$ cat src/serial_port_pkg.sv
// What this block does
// - character is low start bit, data, optional parity, one or two high stop bits
// - idle transmitter holds the line high (stop level)
// - receiver realigns its bit timing on every start bit falling edge
// - data field is 5 to 8 bits, least significant bit first
// - transmitter puts parity right after data, giving even or odd ones
// - receiver counts ones over data and parity, flags a mismatch
// - parity, framing or overrun error raises service request and sets event bit 3
// - with hardware handshake, transmit only while all monitored inputs are high
// - software flow control starts in the transmit-permitted state after reset
// - receive buffer full sends stop character; peer's stop character halts our sending
// - buffer room again sends resume character; peer's resume restarts our sending
// - default format is 8 data bits, no parity, one stop bit
// - in 7-bit mode the unused upper received bit reads as zero
// - parity bit and second stop bit can each be enabled
package serial_port_pkg;
    localparam int CLK_HZ = 125_000_000;
    localparam int BAUD_RESET = 9600;
    localparam int DIV_W = 24;
    localparam logic [23:0] DIV_RESET = 24'(CLK_HZ / BAUD_RESET);
    localparam int FIFO_DEPTH = 16;

    // register byte offsets
    localparam logic [7:0] OFS_CTRL = 8'h00;
    localparam logic [7:0] OFS_DIVISOR = 8'h04;
    localparam logic [7:0] OFS_TXDATA = 8'h08;
    localparam logic [7:0] OFS_RXDATA = 8'h0c;
    localparam logic [7:0] OFS_STATUS = 8'h10;
    localparam logic [7:0] OFS_EVENT = 8'h14;

    // control fields
    localparam int CTRL_LEN_LSB = 0;
    localparam int CTRL_PAR_EN = 2;
    localparam int CTRL_PAR_ODD = 3;
    localparam int CTRL_TWO_STOP = 4;
    localparam int CTRL_HW_FLOW = 5;
    localparam int CTRL_SW_FLOW = 6;
    localparam logic [6:0] CTRL_RESET = 7'h03;

    // status fields
    localparam int ST_RX_AVAIL = 0;
    localparam int ST_TX_FULL = 1;
    localparam int ST_TX_BUSY = 2;
    localparam int ST_PEER_STOP = 3;
    localparam int ST_PAR_ERR = 4;
    localparam int ST_FRM_ERR = 5;
    localparam int ST_OVR_ERR = 6;
    localparam int ST_STOP_SENT = 7;

    localparam int EV_DEV_ERR = 3;

    localparam logic [7:0] CHAR_RESUME = 8'h11;
    localparam logic [7:0] CHAR_STOP = 8'h13;

    typedef enum logic [2:0] {
        S_IDLE = 3'b000,
        S_START = 3'b001,
        S_DATA = 3'b010,
        S_PARITY = 3'b011,
        S_STOP = 3'b100
    } ser_state_e;
endpackage

$ cat src/serial_port.sv
`timescale 1ns/1ps
`default_nettype none

module char_fifo #(
    parameter int WIDTH = 8,
    parameter int DEPTH = 16
) (
    // clock and reset
    input wire logic pclk,
    input wire logic presetn,
    // filling side
    input wire logic in_valid,
    output logic in_ready,
    input wire logic [WIDTH-1:0] in_data,
    // draining side
    output logic out_valid,
    input wire logic out_ready,
    output logic [WIDTH-1:0] out_data
);
    localparam int AW = $clog2(DEPTH);

    if (DEPTH < 2 || (DEPTH & (DEPTH - 1)) != 0) begin : g_bad_depth
        $error("char_fifo depth must be a power of two of at least 2");
    end

    logic [WIDTH-1:0] mem [DEPTH];
    logic [AW-1:0] wr_ptr;
    logic [AW-1:0] rd_ptr;
    logic [AW:0] count;
    wire push = in_valid && in_ready;
    wire pop = out_valid && out_ready;

    assign in_ready = count != (AW+1)'(DEPTH);
    assign out_valid = count != '0;
    assign out_data = mem[rd_ptr];

    always_ff @(posedge pclk or negedge presetn) begin
        if (!presetn) begin
            wr_ptr <= '0;
            rd_ptr <= '0;
            count <= '0;
        end else begin
            if (push) begin
                wr_ptr <= wr_ptr + AW'(1);
            end
            if (pop) begin
                rd_ptr <= rd_ptr + AW'(1);
            end
            if (push && !pop) begin
                count <= count + (AW+1)'(1);
            end else if (pop && !push) begin
                count <= count - (AW+1)'(1);
            end
        end
    end

    always_ff @(posedge pclk) begin
        if (push) begin
            mem[wr_ptr] <= in_data;
        end
    end
endmodule

module serial_port #(
    parameter int DIV_W = serial_port_pkg::DIV_W,
    parameter int FIFO_DEPTH = serial_port_pkg::FIFO_DEPTH
) (
    // clock and reset
    input wire logic pclk,
    input wire logic presetn,
    // apb slave
    input wire logic psel,
    input wire logic penable,
    input wire logic pwrite,
    input wire logic [7:0] paddr,
    input wire logic [31:0] pwdata,
    output logic [31:0] prdata,
    output logic pready,
    output logic pslverr,
    // serial line
    input wire logic rxd,
    output logic txd,
    // handshake lines, high means on
    input wire logic cts,
    input wire logic dsr,
    output logic rts,
    output logic dtr,
    // service request, one pulse per character with any error
    output logic srq
);
    if (DIV_W < 21 || DIV_W > 32) begin : g_bad_div
        $error("serial_port divisor width must be 21 to 32 bits");
    end

    // pin synchronisers
    logic rx_meta, rx_sync, rx_prev;
    logic cts_meta, cts_sync, dsr_meta, dsr_sync;

    always_ff @(posedge pclk or negedge presetn) begin
        if (!presetn) begin
            rx_meta <= 1'b1;
            rx_sync <= 1'b1;
            rx_prev <= 1'b1;
            cts_meta <= 1'b0;
            cts_sync <= 1'b0;
            dsr_meta <= 1'b0;
            dsr_sync <= 1'b0;
        end else begin
            rx_meta <= rxd;
            rx_sync <= rx_meta;
            rx_prev <= rx_sync;
            cts_meta <= cts;
            cts_sync <= cts_meta;
            dsr_meta <= dsr;
            dsr_sync <= dsr_meta;
        end
    end

    // registers
    logic [6:0] ctrl;
    logic [DIV_W-1:0] divisor;
    logic [7:0] tx_hold;
    logic tx_hold_full;
    logic par_err, frm_err, ovr_err, dev_err;
    logic peer_stop, stop_sent;

    wire [1:0] len_code = ctrl[serial_port_pkg::CTRL_LEN_LSB +: 2];
    wire par_en = ctrl[serial_port_pkg::CTRL_PAR_EN];
    wire par_odd = ctrl[serial_port_pkg::CTRL_PAR_ODD];
    wire two_stop = ctrl[serial_port_pkg::CTRL_TWO_STOP];
    wire hw_flow = ctrl[serial_port_pkg::CTRL_HW_FLOW];
    wire sw_flow = ctrl[serial_port_pkg::CTRL_SW_FLOW];
    wire [2:0] last_bit = {1'b0, len_code} + 3'd4;
    wire [7:0] len_mask = 8'hff >> (3'd7 - last_bit);

    // bus decode
    wire setup = psel && !penable;
    wire access = psel && penable && pready;
    wire wr = access && pwrite;
    wire word = paddr[1:0] == 2'b00;
    wire hit_ctrl = word && paddr == serial_port_pkg::OFS_CTRL;
    wire hit_div = word && paddr == serial_port_pkg::OFS_DIVISOR;
    wire hit_tx = word && paddr == serial_port_pkg::OFS_TXDATA;
    wire hit_rx = word && paddr == serial_port_pkg::OFS_RXDATA;
    wire hit_st = word && paddr == serial_port_pkg::OFS_STATUS;
    wire hit_ev = word && paddr == serial_port_pkg::OFS_EVENT;
    wire mapped = hit_ctrl || hit_div || hit_tx || hit_rx || hit_st || hit_ev;

    // receive fifo
    logic rx_push;
    logic [7:0] rx_char;
    wire rx_in_ready;
    wire rx_out_valid;
    wire [7:0] rx_out_data;
    wire rx_pop = access && !pwrite && hit_rx;

    char_fifo #(.WIDTH(8), .DEPTH(FIFO_DEPTH)) u_rx_fifo (
        .pclk(pclk),
        .presetn(presetn),
        .in_valid(rx_push),
        .in_ready(rx_in_ready),
        .in_data(rx_char),
        .out_valid(rx_out_valid),
        .out_ready(rx_pop),
        .out_data(rx_out_data)
    );

    // transmitter
    serial_port_pkg::ser_state_e tx_state;
    logic [DIV_W-1:0] tx_cnt;
    logic [7:0] tx_shift;
    logic [2:0] tx_bit;
    logic tx_par, tx_stop2;

    wire hw_ok = !hw_flow || (cts_sync && dsr_sync);
    wire sw_ok = !sw_flow || !peer_stop;
    wire need_stop = sw_flow && !rx_in_ready && !stop_sent;
    wire need_resume = sw_flow && rx_in_ready && stop_sent;
    wire flow_char = need_stop || need_resume;
    wire tx_idle = tx_state == serial_port_pkg::S_IDLE;
    wire tx_go = tx_idle && hw_ok && (flow_char || (tx_hold_full && sw_ok));
    wire tx_take_hold = tx_go && !flow_char;
    wire [7:0] tx_src = need_stop ? serial_port_pkg::CHAR_STOP :
                        need_resume ? serial_port_pkg::CHAR_RESUME : tx_hold;
    wire [7:0] tx_load = tx_src & len_mask;
    wire tx_tick = !tx_idle && tx_cnt == divisor - DIV_W'(1);

    always_ff @(posedge pclk or negedge presetn) begin
        if (!presetn) begin
            tx_state <= serial_port_pkg::S_IDLE;
            tx_cnt <= '0;
            tx_shift <= 8'h00;
            tx_bit <= 3'd0;
            tx_par <= 1'b0;
            tx_stop2 <= 1'b0;
            txd <= 1'b1;
        end else begin
            tx_cnt <= (tx_idle || tx_tick) ? '0 : tx_cnt + DIV_W'(1);
            case (tx_state)
                serial_port_pkg::S_IDLE: begin
                    txd <= 1'b1;
                    if (tx_go) begin
                        tx_shift <= tx_load;
                        tx_par <= (^tx_load) ^ par_odd;
                        tx_bit <= 3'd0;
                        tx_stop2 <= 1'b0;
                        txd <= 1'b0;
                        tx_state <= serial_port_pkg::S_START;
                    end
                end
                serial_port_pkg::S_START: begin
                    if (tx_tick) begin
                        txd <= tx_shift[0];
                        tx_shift <= tx_shift >> 1;
                        tx_state <= serial_port_pkg::S_DATA;
                    end
                end
                serial_port_pkg::S_DATA: begin
                    if (tx_tick) begin
                        if (tx_bit != last_bit) begin
                            txd <= tx_shift[0];
                            tx_shift <= tx_shift >> 1;
                            tx_bit <= tx_bit + 3'd1;
                        end else if (par_en) begin
                            txd <= tx_par;
                            tx_state <= serial_port_pkg::S_PARITY;
                        end else begin
                            txd <= 1'b1;
                            tx_state <= serial_port_pkg::S_STOP;
                        end
                    end
                end
                serial_port_pkg::S_PARITY: begin
                    if (tx_tick) begin
                        txd <= 1'b1;
                        tx_state <= serial_port_pkg::S_STOP;
                    end
                end
                serial_port_pkg::S_STOP: begin
                    if (tx_tick) begin
                        if (two_stop && !tx_stop2) begin
                            tx_stop2 <= 1'b1;
                        end else begin
                            tx_state <= serial_port_pkg::S_IDLE;
                        end
                    end
                end
                default: begin
                    tx_state <= serial_port_pkg::S_IDLE;
                    txd <= 1'b1;
                end
            endcase
        end
    end

    // receiver
    serial_port_pkg::ser_state_e rx_state;
    logic [DIV_W-1:0] rx_cnt;
    logic [2:0] rx_bit;
    logic rx_ones;
    logic rx_done, rx_frm, rx_par;

    wire rx_fall = rx_prev && !rx_sync;
    wire rx_sample = rx_state != serial_port_pkg::S_IDLE && rx_cnt == '0;

    always_ff @(posedge pclk or negedge presetn) begin
        if (!presetn) begin
            rx_state <= serial_port_pkg::S_IDLE;
            rx_cnt <= '0;
            rx_bit <= 3'd0;
            rx_ones <= 1'b0;
            rx_char <= 8'h00;
            rx_done <= 1'b0;
            rx_frm <= 1'b0;
            rx_par <= 1'b0;
        end else begin
            rx_done <= 1'b0;
            if (!rx_sample && rx_state != serial_port_pkg::S_IDLE) begin
                rx_cnt <= rx_cnt - DIV_W'(1);
            end else if (rx_sample) begin
                rx_cnt <= divisor - DIV_W'(1);
            end
            case (rx_state)
                serial_port_pkg::S_IDLE: begin
                    if (rx_fall) begin
                        rx_cnt <= divisor >> 1;
                        rx_char <= 8'h00;
                        rx_bit <= 3'd0;
                        rx_ones <= 1'b0;
                        rx_state <= serial_port_pkg::S_START;
                    end
                end
                serial_port_pkg::S_START: begin
                    if (rx_sample) begin
                        rx_state <= rx_sync ? serial_port_pkg::S_IDLE : serial_port_pkg::S_DATA;
                    end
                end
                serial_port_pkg::S_DATA: begin
                    if (rx_sample) begin
                        rx_char[rx_bit] <= rx_sync;
                        rx_ones <= rx_ones ^ rx_sync;
                        rx_bit <= rx_bit + 3'd1;
                        if (rx_bit == last_bit) begin
                            rx_state <= par_en ? serial_port_pkg::S_PARITY : serial_port_pkg::S_STOP;
                        end
                    end
                end
                serial_port_pkg::S_PARITY: begin
                    if (rx_sample) begin
                        rx_ones <= rx_ones ^ rx_sync;
                        rx_state <= serial_port_pkg::S_STOP;
                    end
                end
                serial_port_pkg::S_STOP: begin
                    if (rx_sample) begin
                        rx_frm <= !rx_sync;
                        rx_par <= par_en && (rx_ones != par_odd);
                        rx_done <= 1'b1;
                        rx_state <= serial_port_pkg::S_IDLE;
                    end
                end
                default: begin
                    rx_state <= serial_port_pkg::S_IDLE;
                end
            endcase
        end
    end

    // delivery of a finished character
    wire is_stop_char = rx_char == serial_port_pkg::CHAR_STOP;
    wire is_resume_char = rx_char == serial_port_pkg::CHAR_RESUME;
    wire rx_flow = rx_done && sw_flow && !rx_frm && !rx_par && (is_stop_char || is_resume_char);
    wire rx_keep = rx_done && !rx_flow;
    assign rx_push = rx_keep && rx_in_ready;
    wire ovr_ev = rx_keep && !rx_in_ready;
    wire par_ev = rx_done && rx_par;
    wire frm_ev = rx_done && rx_frm;
    wire any_ev = ovr_ev || par_ev || frm_ev;

    // software-side clears, set wins
    wire st_clr = wr && hit_st;
    wire clr_par = st_clr && pwdata[serial_port_pkg::ST_PAR_ERR];
    wire clr_frm = st_clr && pwdata[serial_port_pkg::ST_FRM_ERR];
    wire clr_ovr = st_clr && pwdata[serial_port_pkg::ST_OVR_ERR];
    wire clr_dev = wr && hit_ev && pwdata[serial_port_pkg::EV_DEV_ERR];

    always_ff @(posedge pclk or negedge presetn) begin
        if (!presetn) begin
            par_err <= 1'b0;
            frm_err <= 1'b0;
            ovr_err <= 1'b0;
            dev_err <= 1'b0;
            srq <= 1'b0;
            peer_stop <= 1'b0;
            stop_sent <= 1'b0;
        end else begin
            par_err <= (par_err && !clr_par) || par_ev;
            frm_err <= (frm_err && !clr_frm) || frm_ev;
            ovr_err <= (ovr_err && !clr_ovr) || ovr_ev;
            dev_err <= (dev_err && !clr_dev) || any_ev;
            srq <= any_ev;
            if (!sw_flow) begin
                peer_stop <= 1'b0;
            end else if (rx_flow) begin
                peer_stop <= is_stop_char;
            end
            if (!sw_flow) begin
                stop_sent <= 1'b0;
            end else if (tx_go && flow_char) begin
                stop_sent <= need_stop;
            end
        end
    end

    // handshake outputs
    always_ff @(posedge pclk or negedge presetn) begin
        if (!presetn) begin
            rts <= 1'b0;
            dtr <= 1'b0;
        end else begin
            rts <= !hw_flow || rx_in_ready;
            dtr <= 1'b1;
        end
    end

    // read mux
    wire [7:0] status = {stop_sent, ovr_err, frm_err, par_err, peer_stop,
                         !tx_idle, tx_hold_full, rx_out_valid};
    wire [31:0] rd_word =
        hit_ctrl ? {25'h0, ctrl} :
        hit_div ? 32'(divisor) :
        hit_rx ? {24'h0, rx_out_valid ? rx_out_data : 8'h00} :
        hit_st ? {24'h0, status} :
        hit_ev ? {28'h0, dev_err, 3'h0} : 32'h0;

    // bus slave and writable registers
    always_ff @(posedge pclk or negedge presetn) begin
        if (!presetn) begin
            pready <= 1'b0;
            prdata <= 32'h0;
            pslverr <= 1'b0;
            ctrl <= serial_port_pkg::CTRL_RESET;
            divisor <= DIV_W'(serial_port_pkg::DIV_RESET);
            tx_hold <= 8'h00;
            tx_hold_full <= 1'b0;
        end else begin
            pready <= setup;
            pslverr <= setup && !mapped;
            if (setup) begin
                prdata <= pwrite ? 32'h0 : rd_word;
            end
            if (wr && hit_ctrl) begin
                ctrl <= pwdata[6:0];
            end
            if (wr && hit_div) begin
                divisor <= pwdata[DIV_W-1:0];
            end
            if (wr && hit_tx && !tx_hold_full) begin
                tx_hold <= pwdata[7:0];
                tx_hold_full <= 1'b1;
            end else if (tx_take_hold) begin
                tx_hold_full <= 1'b0;
            end
        end
    end
endmodule

`default_nettype wire

$ cat config.mk
export PLATFORM = sky130hd
export DESIGN_NAME = serial_port
export DESIGN_NICKNAME = d
export VERILOG_FILES = /design/src/serial_port_pkg.sv /design/src/serial_port.sv
export SDC_FILE = /design/constraint.sdc
export NUM_CORES = 1
export LEC_CHECK = 0
export BUFFER_PORTS_ARGS = -buffer_cell sky130_fd_sc_hd__buf_2
export CAP_MARGIN = 20
export CORE_AREA = 4 4 188 190
export DETAILED_ROUTE_END_ITERATION = 8
export DIE_AREA = 0 0 192 194
export PLACE_DENSITY = 0.74
export SLEW_MARGIN = 10
export SYNTH_ARGS = -nofsm -noshare
export SYNTH_HDL_FRONTEND = slang
export SYNTH_HIERARCHICAL = 1
export SYNTH_SLANG_ARGS = --single-unit
$ cat constraint.sdc
create_clock -name pclk -period 4.6 [get_ports pclk]
set_input_delay 0.92 -clock pclk [delete_from_list [all_inputs] [get_ports pclk]]
set_output_delay 0.92 -clock pclk [all_outputs]
set_load 0.03 [all_outputs]
==> impl_results.md <==
* Fin. Hold Viols at 0
* Mapped Area at 15100 um2
* Post-synthesis cell type count at 78
* Core Region at between 30000 and 40000 um2
* Root Buffer: clkbuf_16
* TritonCTS buffer count at 34
* Remaining Overflow, GRT at 0
* Row cnt at 67
* GRT Util Overall at around 20%
* Die extent in y at 194 um
* Top-area cell type share of the netlist area at about 27%
* CTS HTree Levels at 2
* Port bufs at 69
* Largest net degree at the start of global routing at between 90 and 100
* Area share of fa/ha/maj cells after synthesis at 1.38%
* Layout Cells excl Fill at 1850
* WHS at 0.350 ns
* Fillcell total at 2842
* Critical path arrival at 4.84 ns
* Clock slew at the register clock pins of the worst setup and hold paths at 0.06 ns
* I/O pin cnt at 86
* Yosys warnings at 6
* CTS Buffer Depth at 3
* PostCTS Resize Cnt at 0
* DRT iter0 DRCs at 1088
* Overall Power at 0.00655 W
* CP required at 5.05 ns
* Most numerous cell in the Yosys netlist: dfrtp_1
* Most area-consuming cells after synthesis: dfrtp_1 27%, edfxtp_1 26%, mux2_2 3.7%, xnor2_1 3.5%, mux2i_1 3.2%
* Storage element area at 8320 um2
* Synth Area in Simple Gates at between 10% and 20%
* Hold Path Class: reg2reg
* Multiplexer area fraction after synthesis at about a tenth
* Final Wtd Congestion at 0.917
* Placed cell count at 1788
* Fin nets at 1441
* Max Clk Rate at approximately 230 MHz
* Initial antenna violation count at 0
* DRC viols at 0
* DIE WIDTH at 192 um
* Layout area overhead at 12.5%
* VDD IR max at 0.276 mV
* Diodes inserted at 0
* Number of max-cap violations at 0
* Rel. slew slack at between 30 and 40%
* First-pass GRT wire length at 59000 um
* Flops & latches, synth at 306
* Dpl hpwl at between 20000 and 30000 um
* Syn Area/Cell at 11.4 um2
* Critical Path Start Type: register
* Number of global-route vias before repair at 10.5k
* Layout cells sized above 1 at between 10% and 20%
* Clock latency on the worst-skew pair at 0.52 ns
* Sequential area share after synthesis at 55.2%
* CP max FO at 11
* Synth Flop Type: dfrtp_1
* Tcrit/Tclk final at 95.3%
* PwrDens at 386 nW/um2
* Total number of vias at ~11k
* Leakage power at about 7 nW
* Measured slew at the worst slew-check pin at 0.935 ns
* Synth Area in Compound Gates at 10.4%
* Commonest cells post-synth: 164 x dfrtp_1, 128 x edfxtp_1, 126 x nand2_1, 100 x nor2_1, 75 x o21ai_0
* Post-synth EDFFs at 128
* WL/cell at ~20 um
* Setup Crit Path Kind: reg2reg
* Finished Cell Area at between 15000 and 20000 um2
* Synthesized instance count at 1317
* XOR/XNOR share of the synthesized area at 5.47%
* RSZ-0062 raised after global routing: false
* Drt pass-1 iters at 6
* Vias/cell at 5.83
* Area post-placement at 15900 um2
* CTS tree: yes
* Status: completed
* Worst setup EP type: register
* Postcts setup bufs at 0
* Initial core utilization at 45.0%
* Cts hold-fix bufs at 0
* Overall routed net length at 37200 um
* Clock sink total at 306
* Async SR Flop Fraction at 58.2%
* Tmin final at 4.39 ns
* Leading area contributor after synthesis: dfrtp_1
* Die area at 37200 um2
* Number of nets with antenna violations after routing at 0
* Multi-input logic area at 6250 um2
* Setup Skew at 0.0182 ns
* Fin. max-slew vios at 0
* Largest family of logic cells by synthesized area: simple AND/OR/NAND/NOR gates
* Post-route setup TNS at 0 ns
* Final setup vio count at 0
-- routing by layer --
metal	vias up	part of all wire, %	global-route usage [%]
met5	-	0	0
met4	0	2.3	5.34
met3	63	6.8	3.33
met2	408	47	31.2
met1	5373	43	28.4
li1	4947	-	-
-- metrics by stage --
stage	worst slack [ns]	utilization, %
6_report	0.214	50.7
5_1_grt	0.0778	50.7
4_1_cts	0.164	50.6
3_5_place_dp	0.206	47.4
3_3_place_gp	0.230	47.4
2_1_floorplan	0.682	-
-- sequential cells by signal, indices dropped and copies added (netlist names), 3 cells and up --
name and cells:
u_rx_fifo/mem 128, divisor 24, prdata 24, rx_cnt 24
tx_cnt 24, rx_char 8, tx_hold 8, tx_shift 8
ctrl 7, u_rx_fifo/count 5, u_rx_fifo/rd_ptr 4, u_rx_fifo/wr_ptr 4
rx_bit 3, rx_state 3, tx_bit 3, tx_state 3
-- critical path, stage by stage, from the launching register on --
cell and delay, ns:
dfrtp_1 0.46, inv_1 0.11, ha_1 0.27, or3b_2 0.57, nor3_4 0.38, nand2_1 0.16
xnor2_1 0.23, o2111ai_1 0.16, or4_4 0.60, or4_1 0.72, or4_1 0.59, nand2_1 0.08
-- cell usage in the layout, fill, tap and decap left out, types with 31 or more instances in the layout --
| cell | count |
|---|---|
| nand2_1 | 126 |
| dfrtp_1 | 163 |
| clkbuf_16 | 36 |
| buf_4 | 37 |
| nor3_1 | 31 |
| edfxtp_1 | 128 |
| a21oi_1 | 34 |
| mux2_2 | 50 |
| mux2i_1 | 48 |
| buf_2 | 68 |
| o21ai_0 | 75 |
| xnor2_1 | 60 |
| nor2_1 | 99 |
| nand3_1 | 40 |
| xor2_1 | 34 |
-- final timing paths --
kind                                         from                 endpoint  slack (ns)  depth (start not counted)
setup / recovery           divisor[1]$_DFFE_PN0P_  tx_state[2]$_DFFE_PN0P_        0.21                         11
max in group asynchronous                 presetn   divisor[2]$_DFFE_PN1P_        3.15                          2
hold / removal                 dsr_meta$_DFF_PN0_       dsr_sync$_DFF_PN0_        0.35                          0
min in group asynchronous                 presetn   prdata[11]$_DFFE_PN0P_        0.47                          1
hold reg to reg                dsr_meta$_DFF_PN0_       dsr_sync$_DFF_PN0_        0.35                          0
setup reg to reg           divisor[1]$_DFFE_PN0P_  tx_state[2]$_DFFE_PN0P_        0.21                         11
-- logic make-up after synthesis --
family	Yosys count
AOI/OAI and AO/OA	232
xor gates and xnor gates	94
adders and majority gates	16
buffers and inverters	117
DFF	306
muxes	115
other	2
and+or+nand+nor	435
-- area by class of cell --
class | count | share of cell area (%)
clock buffer | 48 | 5.64
inverter | 26 | 0.576
multi-input combinational | 901 | 36.9
sequential | 306 | 49.1
tap | 448 | 3.31
timing repair buffer | 108 | 4.01
clock inverter | 13 | 0.539
-- report_power, final --
part	total [W]	internal, W	switching (W)
logic	0.000777	0.000298	0.000479
clock network	0.00258	0.00147	0.00112
registers	0.00319	0.00299	0.000196
Power figures use the tool's default switching activity.
